===== config.mk =====
export PLATFORM = sky130hd
export DESIGN_NAME = pph_host_port
export DESIGN_NICKNAME = d
export VERILOG_FILES = /design/src/pph_pkg.sv /design/src/pph_host_port.sv /design/src/pph_sync.sv /design/src/pph_status.sv
export VERILOG_INCLUDE_DIRS = /design/src
export SDC_FILE = /design/constraint.sdc
export NUM_CORES = 1
export LEC_CHECK = 0
export ABC_AREA = 0
export BUFFER_PORTS_ARGS = -buffer_cell sky130_fd_sc_hd__buf_4
export CAP_MARGIN = 15
export CORE_MARGIN = 2
export CORE_UTILIZATION = 55
export DETAILED_ROUTE_END_ITERATION = 10
export PLACE_DENSITY = 0.83
export SLEW_MARGIN = 20
export SYNTH_ARGS = -nofsm -noshare
export SYNTH_HDL_FRONTEND = slang
export SYNTH_SLANG_ARGS = --single-unit

===== constraint.sdc =====
create_clock -name clock -period 2.8 [get_ports clock]
set_clock_uncertainty 0.15 [all_clocks]
set_input_delay 0.14 -clock clock [delete_from_list [all_inputs] [get_ports clock]]
set_output_delay 0.14 -clock clock [all_outputs]
set_load 0.02 [all_outputs]

===== src/pph_consts.svh =====
// Constants for the parallel printer host port.
// Interface rules this block is built around
// Busy latch set drives busy to host and drops data demand together.
// Paper empty comes from control group zero decode with address lines 10-12.
// Print and format data are refused until the port is selected.
// Selection happens by operator on-line toggle or by a select code from host.
// Host byte 11 hex is recognised as the remote select code.
// Remote select code is accepted even while busy is asserted.
// Selected indication is asserted to the host once selected.
// Host data is inverted and loaded into the latch by the latch load strobe.
// Init prime clears buffer and initialises only when its enable switch is on.
// Host init prime acts exactly like the operator alarm/clear control.
// Latched byte drives the register bus only while both read decodes are active.
// An acknowledge pulse goes to the host after each received byte; the code sends none after the deselect code 13 hex.
// If a byte causes busy, acknowledge waits until busy is released.
// Status code 13 when a loaded format tape exceeds 126 lines.
// Status code 27 when a direct-access format load exceeds 126 lines.
// Status 29 on top-of-form error, 31 on data error, in direct-access load.
// Status 32 when a format-skip prefix arrives in alternate line-skip mode.
// Status 17 on print sync loss, 34 on memory error, where supported.
// In self-test, busy and fault to the host are held asserted.
// In self-test, host strobe pulses are ignored completely.
// Self-test exits on centred test control plus on/off press, then off line.
// Once selected, the self-test control input is disregarded.
// At power up only busy and paper empty are asserted toward the host.
// Remote select acts only with no fault and not in self-test.
// Host holds data stable during strobe and waits for acknowledge.
`ifndef PPH_CONSTS_SVH
`define PPH_CONSTS_SVH
`define PPH_SELECT_CODE 8'h11
`define PPH_DESELECT_CODE 8'h13
`define PPH_FMT_PREFIX_CODE 8'h1f
`define PPH_MAX_FORMAT_LINES 8'h7e
`define PPH_ST_NONE 8'h00
`define PPH_ST_TAPE_LONG 8'h13
`define PPH_ST_SYNC_LOSS 8'h17
`define PPH_ST_DA_LONG 8'h27
`define PPH_ST_DA_TOF 8'h29
`define PPH_ST_DA_DATA 8'h31
`define PPH_ST_SKIP_IN_ALT 8'h32
`define PPH_ST_MEM_ERR 8'h34
`define PPH_PE_ADDR 3'h7
`define PPH_ACK_NS 5000
`define PPH_CLK_NS 10
`define PPH_ACK_CYC ((`PPH_ACK_NS + `PPH_CLK_NS - 1) / `PPH_CLK_NS)
`define PPH_SYNC_RESET 2'h0
`endif


===== src/pph_pkg.sv =====
// Types shared by the parallel printer host port.
package pph_pkg;
   typedef enum logic [1:0]
   {
      PPH_OFFLINE = 2'b00,
      PPH_ONLINE = 2'b01,
      PPH_SELFTEST = 2'b10
   } pph_mode_t;
   typedef enum logic [1:0]
   {
      PPH_ACK_IDLE = 2'b00,
      PPH_ACK_WAIT = 2'b01,
      PPH_ACK_PULSE = 2'b10
   } pph_ack_t;
endpackage


===== src/pph_host_port.sv =====
// Host-facing parallel port: select, strobe latch, acknowledge and busy.
`timescale 1ns/1ps
`include "pph_consts.svh"
module pph_host_port
#(
   parameter int ACK_CYCLES = `PPH_ACK_CYC,
   parameter bit HAS_SYNC_CHECK = 1'b1,
   parameter bit HAS_MEM_CHECK = 1'b1
)
(
   input wire logic clock,
   input wire logic rst,
   input wire logic [7:0] host_data_n,
   input wire logic host_strobe_n,
   input wire logic host_init_prime_n,
   input wire logic init_prime_enable_switch,
   input wire logic online_switch,
   input wire logic alarm_clear_switch,
   input wire logic test_switch,
   input wire logic busy_set,
   input wire logic busy_release,
   input wire logic user_port_enable_n,
   input wire logic user_latch_read_decode_n,
   input wire logic control_group_zero_decode_n,
   input wire logic [2:0] addr_10_12,
   input wire logic [7:0] tape_line_count,
   input wire logic tape_load_done,
   input wire logic [7:0] direct_line_count,
   input wire logic direct_load_active,
   input wire logic direct_tof_error,
   input wire logic direct_data_error,
   input wire logic alternate_line_skip_mode,
   input wire logic print_sync_lost,
   input wire logic memory_error,
   output logic busy,
   output logic data_demand_n,
   output logic ack_n,
   output logic selected_indication,
   output logic fault_n,
   output logic paper_empty,
   output logic [7:0] register_bus,
   output logic register_bus_oe_n,
   output logic data_ready,
   output logic init_printer,
   output logic [7:0] status_code
);
   logic [7:0] data_s;
   logic strobe_n_s;
   logic prime_n_s;
   logic [2:0] sw_s;
   logic [2:0] sw_q_ff;
   logic strobe_q_ff;
   logic [7:0] latch_ff;
   logic busy_ff;
   logic pe_ff;
   logic ready_ff;
   logic prime_q_ff;
   logic [15:0] ack_cnt_ff;
   pph_pkg::pph_mode_t mode_ff;
   pph_pkg::pph_mode_t nxt_mode;
   pph_pkg::pph_ack_t ack_ff;
   pph_pkg::pph_ack_t nxt_ack;
   logic fault;
   initial
   begin
      if (ACK_CYCLES < 1 || ACK_CYCLES > 65535)
      begin
         $error("pph_host_port acknowledge length out of range.");
      end
   end
   pph_sync #(.WIDTH(10), .RESET_VAL(10'h3ff)) u_sync_host
   (
      .clock(clock),
      .rst(rst),
      .async_in({host_data_n, host_strobe_n, host_init_prime_n}),
      .sync_out({data_s, strobe_n_s, prime_n_s})
   );
   pph_sync #(.WIDTH(3), .RESET_VAL(3'h0)) u_sync_sw
   (
      .clock(clock),
      .rst(rst),
      .async_in({online_switch, alarm_clear_switch, test_switch}),
      .sync_out(sw_s)
   );
   wire [7:0] data_true = ~data_s;
   wire strobe_fall = strobe_q_ff && !strobe_n_s;
   wire online_press = sw_s[2] && !sw_q_ff[2];
   wire clear_press = sw_s[1] && !sw_q_ff[1];
   wire prime_fall = prime_q_ff && !prime_n_s;
   wire in_test = (mode_ff == pph_pkg::PPH_SELFTEST);
   wire selected = (mode_ff == pph_pkg::PPH_ONLINE);
   // Self-test drops every strobe, including the select code.
   wire latch_load_strobe = strobe_fall && !in_test;
   wire is_select = latch_load_strobe && (data_true == `PPH_SELECT_CODE);
   wire remote_select = is_select && !fault && !in_test;
   wire is_deselect = latch_load_strobe && selected && (data_true == `PPH_DESELECT_CODE);
   // Busy is not checked here: the select code must get through while busy.
   wire data_accept = latch_load_strobe && selected && !is_deselect;
   wire prime_act = prime_fall && init_prime_enable_switch;
   wire clear_act = clear_press || prime_act;
   wire skip_seen = data_accept && (data_true == `PPH_FMT_PREFIX_CODE);
   wire bus_drive = !user_port_enable_n && !user_latch_read_decode_n;
   wire [2:0] pe_addr = `PPH_PE_ADDR;
   // Address line 10 carries the new level, so only lines 11 and 12 take part in the decode.
   wire pe_hit = !control_group_zero_decode_n && (addr_10_12[2:1] == pe_addr[2:1]);
   wire ack_done = (ack_cnt_ff == 16'(ACK_CYCLES - 1));
   pph_status #(.HAS_SYNC_CHECK(HAS_SYNC_CHECK), .HAS_MEM_CHECK(HAS_MEM_CHECK)) u_status
   (
      .clock(clock),
      .rst(rst),
      .clear(clear_act),
      .tape_line_count(tape_line_count),
      .tape_load_done(tape_load_done),
      .direct_line_count(direct_line_count),
      .direct_load_active(direct_load_active),
      .direct_tof_error(direct_tof_error),
      .direct_data_error(direct_data_error),
      .skip_prefix_seen(skip_seen),
      .alternate_line_skip_mode(alternate_line_skip_mode),
      .print_sync_lost(print_sync_lost),
      .memory_error(memory_error),
      .status_code(status_code),
      .fault(fault)
   );
   always_comb
   begin
      nxt_mode = mode_ff;
      unique case (mode_ff)
         pph_pkg::PPH_OFFLINE:
         begin
            if (sw_s[0])
            begin
               nxt_mode = pph_pkg::PPH_SELFTEST;
            end
            else if (online_press || remote_select)
            begin
               nxt_mode = pph_pkg::PPH_ONLINE;
            end
         end
         pph_pkg::PPH_ONLINE:
         begin
            // The test control is not looked at while selected.
            if (online_press || is_deselect)
            begin
               nxt_mode = pph_pkg::PPH_OFFLINE;
            end
         end
         pph_pkg::PPH_SELFTEST:
         begin
            if (!sw_s[0] && online_press)
            begin
               nxt_mode = pph_pkg::PPH_OFFLINE;
            end
         end
         default:
         begin
            nxt_mode = pph_pkg::PPH_OFFLINE;
         end
      endcase
   end
   always_comb
   begin
      nxt_ack = ack_ff;
      unique case (ack_ff)
         pph_pkg::PPH_ACK_IDLE:
         begin
            if (data_accept || remote_select)
            begin
               nxt_ack = pph_pkg::PPH_ACK_WAIT;
            end
         end
         pph_pkg::PPH_ACK_WAIT:
         begin
            if (!busy_ff && !busy_set)
            begin
               nxt_ack = pph_pkg::PPH_ACK_PULSE;
            end
         end
         pph_pkg::PPH_ACK_PULSE:
         begin
            if (ack_done)
            begin
               nxt_ack = pph_pkg::PPH_ACK_IDLE;
            end
         end
         default:
         begin
            nxt_ack = pph_pkg::PPH_ACK_IDLE;
         end
      endcase
   end
   always_ff @(posedge clock)
   begin
      if (rst)
      begin
         mode_ff <= pph_pkg::PPH_OFFLINE;
         ack_ff <= pph_pkg::PPH_ACK_IDLE;
         ack_cnt_ff <= 16'h0;
         strobe_q_ff <= 1'b1;
         prime_q_ff <= 1'b1;
         sw_q_ff <= 3'h0;
         latch_ff <= 8'h0;
         busy_ff <= 1'b1;
         pe_ff <= 1'b1;
         ready_ff <= 1'b0;
      end
      else
      begin
         mode_ff <= nxt_mode;
         ack_ff <= nxt_ack;
         ack_cnt_ff <= (ack_ff == pph_pkg::PPH_ACK_PULSE) ? ack_cnt_ff + 16'h1 : 16'h0;
         strobe_q_ff <= strobe_n_s;
         prime_q_ff <= prime_n_s;
         sw_q_ff <= sw_s;
         if (latch_load_strobe)
         begin
            latch_ff <= data_true;
         end
         // Busy set by a new byte wins over a release in the same cycle.
         busy_ff <= busy_set || data_accept ? 1'b1 : ((busy_release || clear_act) ? 1'b0 : busy_ff);
         if (pe_hit)
         begin
            pe_ff <= addr_10_12[0];
         end
         ready_ff <= data_accept ? 1'b1 : (bus_drive ? 1'b0 : ready_ff);
      end
   end
   assign busy = busy_ff || in_test;
   assign data_demand_n = busy;
   assign ack_n = (ack_ff != pph_pkg::PPH_ACK_PULSE);
   assign selected_indication = selected;
   assign fault_n = !(fault || in_test);
   assign paper_empty = pe_ff;
   assign register_bus = latch_ff;
   assign register_bus_oe_n = !bus_drive;
   assign data_ready = ready_ff;
   assign init_printer = clear_act;
endmodule


===== src/pph_sync.sv =====
// Two-flop synchroniser for a bundle of pin levels.
`timescale 1ns/1ps
module pph_sync
#(
   parameter int WIDTH = 1,
   parameter logic [WIDTH-1:0] RESET_VAL = '0
)
(
   input wire logic clock,
   input wire logic rst,
   input wire logic [WIDTH-1:0] async_in,
   output logic [WIDTH-1:0] sync_out
);
   logic [WIDTH-1:0] meta_ff;
   logic [WIDTH-1:0] sync_ff;
   initial
   begin
      if (WIDTH < 1)
      begin
         $error("pph_sync width must be positive.");
      end
   end
   always_ff @(posedge clock)
   begin
      if (rst)
      begin
         meta_ff <= RESET_VAL;
         sync_ff <= RESET_VAL;
      end
      else
      begin
         meta_ff <= async_in;
         sync_ff <= meta_ff;
      end
   end
   assign sync_out = sync_ff;
endmodule


===== src/pph_status.sv =====
// Status code selection for format-unit and printer faults.
`timescale 1ns/1ps
`include "pph_consts.svh"
module pph_status
#(
   parameter bit HAS_SYNC_CHECK = 1'b1,
   parameter bit HAS_MEM_CHECK = 1'b1
)
(
   input wire logic clock,
   input wire logic rst,
   input wire logic clear,
   input wire logic [7:0] tape_line_count,
   input wire logic tape_load_done,
   input wire logic [7:0] direct_line_count,
   input wire logic direct_load_active,
   input wire logic direct_tof_error,
   input wire logic direct_data_error,
   input wire logic skip_prefix_seen,
   input wire logic alternate_line_skip_mode,
   input wire logic print_sync_lost,
   input wire logic memory_error,
   output logic [7:0] status_code,
   output logic fault
);
   logic [7:0] code_ff;
   logic [7:0] nxt_code;
   wire tape_long = tape_load_done && (tape_line_count > `PPH_MAX_FORMAT_LINES);
   wire da_long = direct_load_active && (direct_line_count > `PPH_MAX_FORMAT_LINES);
   wire da_tof = direct_load_active && direct_tof_error;
   wire da_data = direct_load_active && direct_data_error;
   wire skip_bad = skip_prefix_seen && alternate_line_skip_mode;
   wire sync_bad = HAS_SYNC_CHECK && print_sync_lost;
   wire mem_bad = HAS_MEM_CHECK && memory_error;
   // A new fault wins over a clear in the same cycle so no event is lost.
   assign nxt_code = tape_long ? `PPH_ST_TAPE_LONG :
                     da_long ? `PPH_ST_DA_LONG :
                     da_tof ? `PPH_ST_DA_TOF :
                     da_data ? `PPH_ST_DA_DATA :
                     skip_bad ? `PPH_ST_SKIP_IN_ALT :
                     sync_bad ? `PPH_ST_SYNC_LOSS :
                     mem_bad ? `PPH_ST_MEM_ERR :
                     clear ? `PPH_ST_NONE : code_ff;
   always_ff @(posedge clock)
   begin
      if (rst)
      begin
         code_ff <= `PPH_ST_NONE;
      end
      else
      begin
         code_ff <= nxt_code;
      end
   end
   assign status_code = code_ff;
   assign fault = (code_ff != `PPH_ST_NONE);
endmodule


Word level (Yosys, flattened, before mapping)
Cells that the tools add are included.
W data, S select, Z words.
{"block": "classes", "n_addsub": 1, "order_cmp": 2, "eq_ne": 16, "n_mux": 19, "bitwise_logic": 2, "n_reduce_logical": 58}
{"operator": "$mux W6", "count": 7}
{"operator": "$eq A8 B5 Y1 const B", "count": 3}
{"operator": "$logic_and A1 B1 Y1", "count": 22}
{"operator": "$add A16 B1 Y16 const B", "count": 1}
{"operator": "$eq A16 B9 Y1 const B", "count": 1}
{"operator": "$gt A8 B7 Y1 const B", "count": 2}
{"operator": "$reduce_bool A8 Y1", "count": 2}
{"operator": "$logic_not A1 Y1", "count": 15}
{"operator": "$mux W2", "count": 7}
{"operator": "$pmux W2 S3", "count": 2}
{"operator": "$logic_or A1 B1 Y1", "count": 8}
{"operator": "$ne A2 B2 Y1 const B", "count": 4}
{"operator": "$not A8 Y8", "count": 1}
{"operator": "$reduce_bool A7 Y1", "count": 1}
{"operator": "$eq A2 B2 Y1 const B", "count": 3}
{"operator": "$reduce_and A3 Y1", "count": 2}
{"operator": "$reduce_bool A6 Y1", "count": 1}
{"operator": "$reduce_or A2 Y1", "count": 3}
{"operator": "$mux W5", "count": 1}
{"operator": "$eq A2 B1 Y1 const B", "count": 2}
{"operator": "$logic_not A2 Y1", "count": 2}
{"operator": "$ne A2 B1 Y1 const B", "count": 2}
{"operator": "$ne A3 B2 Y1 const B", "count": 1}
{"operator": "$reduce_or A3 Y1", "count": 1}
{"operator": "3 further kinds", "count": 4}
{"block": "word_totals", "regBits": 68, "input_bits": 47, "out_inout_bits": 25, "word_cells": 115}

Longest topological paths before layout
Gate-level depths: netlist (run 1).
{"block": "logic_depth", "depth_word": 14, "ltp_mapped": 6, "mapped_depth_nobuf": 5}

Modules after synthesis
From an unflattened synthesis (run 1), not the netlist that was laid out.
{"block": "hier_totals", "cells_unflattened": 274, "hier_area_um2": 2627.5}
{"module": "pph_host_port", "instances": 1, "cells_per_inst": 171, "area_each_um2": 1521.5, "seq_area_each_um2": 700.7}
{"module": "pph_sync (u_sync_host)", "instances": 1, "cells_per_inst": 42, "area_each_um2": 548.0, "seq_area_each_um2": 400.4}
{"module": "pph_status", "instances": 1, "cells_per_inst": 49, "area_each_um2": 400.4, "seq_area_each_um2": 120.1}
{"module": "pph_sync (u_sync_sw)", "instances": 1, "cells_per_inst": 12, "area_each_um2": 157.7, "seq_area_each_um2": 120.1}

Worst setup path before layout (run 1)
Ideal clock, no wire load.
{"block": "synth_path", "kind": "register to register", "start": "register u_status.code_ff[0], in the netlist u_status.status_code[0]", "end": "register mode_ff[0]", "setup_time_ns": 0.075, "t_arrival_ns": 1.546, "t_required_ns": 2.575, "path_slack_ns": 1.029, "stages_incl_launch_ff": 5, "n_path_buf": 0, "period_less_slack_ns": 1.771, "path_cell_list": "dfxtp_1 -> or4_4 -> nor4_4 -> a32oi_1 -> o22ai_1"}
{"block": "synth_between", "elab_chain_len": 7}
{"item": "from (decl)", "line_no": "pph_status.sv:26", "rtl": "logic [7:0] code_ff;"}
{"item": "from (signal assigned)", "line_no": "pph_status.sv:48", "rtl": "code_ff <= `PPH_ST_NONE;"}
{"item": "from (signal assigned)", "line_no": "pph_status.sv:52", "rtl": "code_ff <= nxt_code;"}
{"item": "$reduce_bool A8 Y1 (no line)"}
{"item": "$logic_not A1 Y1", "line_no": "pph_host_port.sv:95", "rtl": "wire remote_select = is_select && !fault && !in_test;"}
{"item": "$logic_and A1 B1 Y1 (2 in series)", "line_no": "pph_host_port.sv:95"}
{"item": "$logic_or A1 B1 Y1", "line_no": "pph_host_port.sv:135", "rtl": "else if (online_press || remote_select)"}
{"item": "$ne A3 B2 Y1 (no line)"}
{"item": "$reduce_and A3 Y1 (no line)"}
{"item": "to (signal assigned)", "line_no": "pph_host_port.sv:196", "rtl": "mode_ff <= pph_pkg::PPH_OFFLINE;"}
{"item": "to (signal assigned)", "line_no": "pph_host_port.sv:209", "rtl": "mode_ff <= nxt_mode;"}
{"item": "to (decl)", "line_no": "pph_host_port.sv:59", "rtl": "pph_pkg::pph_mode_t mode_ff;"}
Every way passes these cells.
A chain may end at the register's enable or synchronous reset.

Final worst setup path (run 1)
{"block": "layout_path", "start": "register u_sync_host.sync_ff[3], in the netlist u_sync_host.sync_out[3]", "end": "register busy_ff"}
{"block": "layout_between", "elab_chain_len": 7}
{"item": "from (decl)", "line_no": "pph_sync.sv:15", "rtl": "logic [WIDTH-1:0] sync_ff;"}
{"item": "from (signal assigned)", "line_no": "pph_sync.sv:33", "rtl": "sync_ff <= meta_ff;"}
{"item": "$not A8 Y8", "line_no": "pph_host_port.sv:85", "rtl": "wire [7:0] data_true = ~data_s;"}
{"item": "$eq A8 B5 Y1 (no line)"}
{"item": "$logic_and A1 B1 Y1", "line_no": "pph_host_port.sv:96", "rtl": "wire is_deselect = latch_load_strobe && selected && (data_true == `PPH_DESELECT_CODE);"}
{"item": "$logic_not A1 Y1", "line_no": "pph_host_port.sv:98", "rtl": "wire data_accept = latch_load_strobe && selected && !is_deselect;"}
{"item": "$logic_and A1 B1 Y1", "line_no": "pph_host_port.sv:98"}
{"item": "$logic_or A1 B1 Y1", "line_no": "pph_host_port.sv:220", "rtl": "busy_ff <= busy_set || data_accept ? 1'b1 : ((busy_release || clear_act) ? 1'b0 : busy_ff);"}
{"item": "$reduce_or A2 Y1 (no line)"}
{"item": "to (signal assigned)", "line_no": "pph_host_port.sv:220"}
{"item": "to (decl)", "line_no": "pph_host_port.sv:54", "rtl": "logic busy_ff;"}
Every way passes these cells.

==> results of run 1 <==
area by class of cell:
| class | count | area, um2 |
|---|---|---|
| Timing Repair Buffer | 87 | 698.2 |
| Fill cell | 321 | 1114 |
| Tap cell | 54 | 67.56 |
| Clock inverter | 6 | 90.09 |
| Multi-Input combinational cell | 183 | 1169 |
| Sequential cell | 67 | 1341 |
| Clock buffer | 10 | 127.6 |
| Inverter | 6 | 22.52 |
final timing paths:
check,endpoint,depth (start not counted),slack (ns)
max,busy_ff,5,0.72
min,u_status.status_code[3],3,0.02
max reg2reg,busy_ff,5,0.72
min reg2reg,u_sync_host.sync_out[7],1,0.26
registers in the layout, summed over array words and instances (netlist names):
name and count:
data_ready 1, strobe_q_ff 1, u_sync_sw.meta_ff 3, sw_q_ff 2, u_status.status_code 6, prime_q_ff 1
u_sync_sw.sync_out 3, register_bus 8, mode_ff 2, u_sync_host.meta_ff 10, ack_ff 2, ack_cnt_ff 16
u_sync_host.sync_out 10, busy_ff 1, paper_empty 1
placed cells by master (no fill, tap or decap), types with 4 or more instances in the layout:
cell type	synthesis	layout
dlygate4sd3_1	0	18
or4_1	4	4
nand2_1	15	15
inv_1	6	6
or2_2	24	24
buf_4	4	69
clkbuf_8	0	9
and4_1	4	4
a211oi_1	8	8
a21oi_1	6	6
o21ai_0	5	5
nand3_1	7	7
dfxtp_1	67	67
xor2_1	8	8
nor2_1	23	23
nor3_1	6	6
nor2b_1	10	10
nand4_1	8	8
critical path: stages, from the launching register on:
cell,delay [ns]
dfxtp_1,0.33
nor4b_2,0.36
nand2_1,0.12
o21ai_1,0.29
o311ai_1,0.15
dlygate4sd3_1,0.57
what timing repair did:
item                      4_1_cts  5_1_grt
hold endpoints to repair       17        0
gates resized for setup         0        0
hold buffers                   18        0
kinds of logic (layout without fill, tap and decap cells):
group / Yosys count / after routing / share of synthesized area
xor+xnor: 10 / 10 / 0.03372
simple gates: 125 / 125 / 0.2866
other cells: 1 / 2 / 0.001444
flops: 67 / 67 / 0.5164
compound gates: 45 / 45 / 0.1219
buf+inv: 18 / 109 / 0.03516
fa+ha+maj: 1 / 1 / 0.004816
report_power, final:
part	switching, uW	internal [uW]
Sequential	21.1	988
Combinational	96.5	119
Clock	357	502
Total	474	1610
through the flow:
stage | worst slack (ns) | power, uW | cell area, um2 | utilization
after floorplan | 1.029 | 1128 | 2601 | -
after global placement | 0.8878 | 1218 | 3118 | 0.6735
after detailed placement | 0.8580 | 1223 | 3118 | 0.6735
after CTS | 0.7686 | 2095 | 3516 | 0.7595
after global routing | 0.6186 | 2158 | 3516 | 0.7595
final | 0.7182 | 2083 | 3516 | 0.7595
layer usage:
layer	GRT usage	up-vias	part of all wire
met5	0	-	0
met4	0.1029	0	0.018
met3	0.06077	10	0.051
met2	0.3667	69	0.50
met1	0.2630	1043	0.43
li1	-	1120	-
==> results.sh, run 1 <==
export IMPL_status="finished, final reports clean"
export IMPL_grt_pass1_wl_mm=8.880
export IMPL_tns_ns=0
export IMPL_vias=2242
export IMPL_syn_area_per_cell_um2=9.728
export IMPL_rsz0062_at_grt="no"
export IMPL_fin_crit_sh=0.7435
export IMPL_die_y_um=72.72
export IMPL_clk_pin_slew_worst_paths_ns=0.07
export IMPL_drc=0
export IMPL_root_buffer="clkbuf_8"
export IMPL_cp_start_kind="flip-flop"
export IMPL_initial_core_util=0.5611
export IMPL_n_antenna_cell=0
export IMPL_portBuffers=69
export IMPL_cts_tree="done"
export IMPL_antenna_left=0
export IMPL_grt_overflow=0
export IMPL_drive_gt1_frac=0.3203
export IMPL_antenna_found_initial=0
export IMPL_worst_slew_pin_slew_ns=0.8511
export IMPL_power_density_nw_per_um2=592.6
export IMPL_synth_most_common_cell="dfxtp_1"
export IMPL_drtIter0Drc=157
export IMPL_slew_viol_final=0
export IMPL_post_cts_setup_buffers=0
export IMPL_dp_cells=379
export IMPL_first_global_vias=2026
export IMPL_cp_startpoint="u_sync_host.sync_out[3]"
export IMPL_min_period_ns=2.082
export IMPL_synth_top_area_frac=0.5164
export IMPL_relSlewSlack=0.4266
export IMPL_synth_area_leaders="dfxtp_1 (52%), or2_2 (5.8%), nor2_1 (3.3%)"
export IMPL_clockBufferDepth=2
export IMPL_die_x_um=72.72
export IMPL_synth_warnings=0
export IMPL_drv_cap=0
export IMPL_synth_edf_count=0
export IMPL_pin_count=72
export IMPL_total_leakage_power_uw=0.001420
export IMPL_wl_mm=5.599
export IMPL_dr_pass1_iters=4
export IMPL_core_area_um2=4629
export IMPL_post_drt_wl_per_cell_um=13.56
export IMPL_ys_seq_area_frac=0.5164
export IMPL_nNetsFinal=402
export IMPL_synth_seq_cells=67
export IMPL_synth_area_um2=2597
export IMPL_grt_max_degree=52
export IMPL_crit_required_ns=2.88
export IMPL_r2r_start="u_sync_host.sync_out[3]"
export IMPL_ys_async_sr_fraction=0
export IMPL_worst_ir_drop_vdd_uv=420.2
export IMPL_synth_ff_type="dfxtp_1"
export IMPL_crit_type="reg -> reg"
export IMPL_cp_arrival_ns=2.17
export IMPL_setup_viol=0
export IMPL_cp_end_kind="flip-flop"
export IMPL_clk_insertion_delay_late_ns=0.34
export IMPL_grt_usage=0.2200
export IMPL_hold_viol=0
export IMPL_fmax_mhz=480.4
export IMPL_hold_start="direct_tof_error"
export IMPL_cts_sinks=67
export IMPL_gp_congestion=0.8379
export IMPL_vias_per_cell=5.429
export IMPL_h_tree_depth=3
export IMPL_area_delta_synth_final_pct=35.36
export IMPL_dpl_hpwl_mm=3.791
export IMPL_synth_largest_area_cell="dfxtp_1"
export IMPL_synthTopCellsByCount="dfxtp_1 (67), or2_2 (24), nor2_1 (23), nand2_1 (15), nor2b_1 (10)"
export IMPL_synth_distinct_cells=56
export IMPL_synth_cells=267
export IMPL_hold_path_class="in -> reg"
export IMPL_final_cells=413
export IMPL_timing_hold_ws_ns=0.02275
export IMPL_num_rows=25
export IMPL_cts_buffers=9
export IMPL_dieArea_um2=5288
export IMPL_crit_fanout=3
(Power assumes the default switching activity.)
==> run 2, diff against run 1 <==
CORE_UTILIZATION = 46   (was 55)
PLACE_DENSITY = 0.74   (was 0.83)
clock period = 1.8 ns   (was 2.8 ns; I/O delays follow)
==> run 2 against run 1 <==
Against the previous run: the flow now finishes with violations (setup timing); final cell count grew 7.7%; count of clock-buffer cells in the layout shrank 1; worst hold slack gained 0.077 ns; die area grew 18%; wire length grew 5.4%; register-to-register slack lost 0.66 ns; via count grew 1.7%; global-route usage shrank 2.3 points; first-iteration DRC count shrank 59%; setup slack lost 0.79 ns; non-clock buffer count grew 14; utilization shrank 8.6 points; largest cell class unchanged.
==> results.sh, run 2 (same netlist as run 1, synthesis figures left out) <==
export IMPL_crit_type="reg -> out"
export IMPL_final_cells=445
export IMPL_fmax_mhz=533.7
export IMPL_r2r_setup_slack_ns=0.06
export IMPL_nNetsFinal=416
export IMPL_portBuffers=69
export IMPL_n_antenna_cell=0
export IMPL_finish_utilization=0.6738
export IMPL_power_density_nw_per_um2=907.9
export IMPL_core_area_um2=5473
export IMPL_dpl_hpwl_mm=3.985
export IMPL_grt_usage=0.1974
export IMPL_setup_viol=1
export IMPL_crit_required_ns=1.56
export IMPL_rsz0062_at_grt="yes"
export IMPL_die_x_um=79.15
export IMPL_cp_arrival_ns=1.63
export IMPL_first_global_vias=2235
export IMPL_h_tree_depth=3
export IMPL_relSlewSlack=0.4985
export IMPL_drtIter0Drc=65
export IMPL_critPathMaxStageDelay_ns=0.55
export IMPL_setup_ws_ns=-0.07378
export IMPL_min_period_ns=1.874
export IMPL_clockBufferDepth=2
export IMPL_clk_pin_slew_worst_paths_ns=0.07
export IMPL_antenna_found_initial=0
export IMPL_cts_tree="done"
export IMPL_hold_path_class="in -> reg"
export IMPL_antenna_left=0
export IMPL_area_delta_synth_final_pct=41.96
export IMPL_vias_per_cell=5.121
export IMPL_worst_slew_pin_slew_ns=0.7444
export IMPL_final_common_cell="buf_4"
export IMPL_wl_mm=5.899
export IMPL_vias=2279
export IMPL_crit_fanout=3
export IMPL_violations="setup timing"
export IMPL_cts_buffers=9
export IMPL_post_drt_wl_per_cell_um=13.26
export IMPL_gp_congestion=0.8728
export IMPL_drc=0
export IMPL_dp_cells=402
export IMPL_regMostFlops="ack_cnt_ff"
export IMPL_final_cell_mix="buf_4 (76), dfxtp_1 (64), dlygate4sd3_1 (25)"
export IMPL_grt_max_degree=51
export IMPL_pin_count=72
export IMPL_largest_reg_flops=16
export IMPL_grt_overflow=0
export IMPL_total_leakage_power_uw=0.001498
export IMPL_die_y_um=79.15
export IMPL_slew_viol_final=0
export IMPL_drive_gt1_frac=0.3432
export IMPL_drv_cap=0
export IMPL_crit_chain="or4_4 > nor4_4 > buf_4"
export IMPL_worst_ir_drop_vdd_uv=636.7
export IMPL_fin_crit_sh=1.041
export IMPL_initial_core_util=0.4746
export IMPL_status="finished with violations"
export IMPL_cts_sinks=67
export IMPL_num_rows=27
export IMPL_dieArea_um2=6264
export IMPL_dr_pass1_iters=4
export IMPL_post_place_ws_ns=0.06903
export IMPL_clk_insertion_delay_late_ns=0.35
export IMPL_cp_slowest_cell="or4_4"
export IMPL_cp_start_kind="flip-flop"
export IMPL_root_buffer="clkbuf_8"
export IMPL_hold_viol=0
export IMPL_cp_end_kind="primary output"
export IMPL_grt_pass1_wl_mm=9.618
[run 2: cell types whose count changed in the layout (fill, tap and decap cells not counted), sizes merged]
| cell | delta |
|---|---|
| buf | +7 |
| clkinvlp | -1 |
| clkbuf | -1 |
| dlygate4sd3 | +7 |
| clkinv | -3 |
| inv | +5 |
[run 2: worst paths after layout]
kind / startpoint / to / depth (start not counted)
max: u_status.status_code[0] / fault_n / 3
min: memory_error / u_status.status_code[2] / 4
max reg2reg: ack_cnt_ff[0] / ack_ff[1] / 5
min reg2reg: u_sync_host.meta_ff[6] / u_sync_host.sync_out[6] / 1
[run 2: cell type report]
cell class	instances	area [um2]
fillers	444	1785
clock buffers	9	123.9
multi-input cells	183	1181
inverters	6	22.52
flip-flops and latches	67	1345
well taps	72	90.09
repair buffers	101	820.8
clock inverters	7	103.9
[run 2: report_power, final]
group	switching [uW]	internal, uW	total [uW]
combinational	152	198	350
sequential	34.2	1540	1570
clock	623	804	1430
[run 2: per-stage QoR]
step | setup TNS, ns | total power [uW] | hold WS (ns) | area [um2]
6_report | -0.07378 | 3348 | 0.09989 | 3687
5_1_grt | -0.1162 | 3467 | 0.1090 | 3687
4_1_cts | -0.08897 | 3369 | 0.06062 | 3657
3_5_place_dp | 0 | 1907 | 0.1270 | 3178
3_3_place_gp | 0 | 1901 | 0.1239 | 3178
2_1_floorplan | 0 | 1755 | 0.04381 | 2601
[run 2: worst max-delay path: cells and delay by family, from the launching register on]
family	cells	cell delay, ns
buffers and inverters	1	0.20
flip-flops	1	0.34
AND/OR/NAND/NOR	2	0.75
[run 2: routing by layer]
metal / vias to the layer above / wire length, um / track usage
met5: - / 0 / 0
met4: 0 / 79 / 0.08448
met3: 8 / 299 / 0.06250
met2: 59 / 3040 / 0.3492
met1: 1065 / 2479 / 0.2166
li1: 1147 / - / -
[run 2: what timing repair did]
item	in CTS	in global routing
hold buffers	25	0
pin swaps	0	1
hold endpoints to repair	24	0
endpoints found under the setup margin	1	5
resized for setup	1	5
setup buffers	0	2
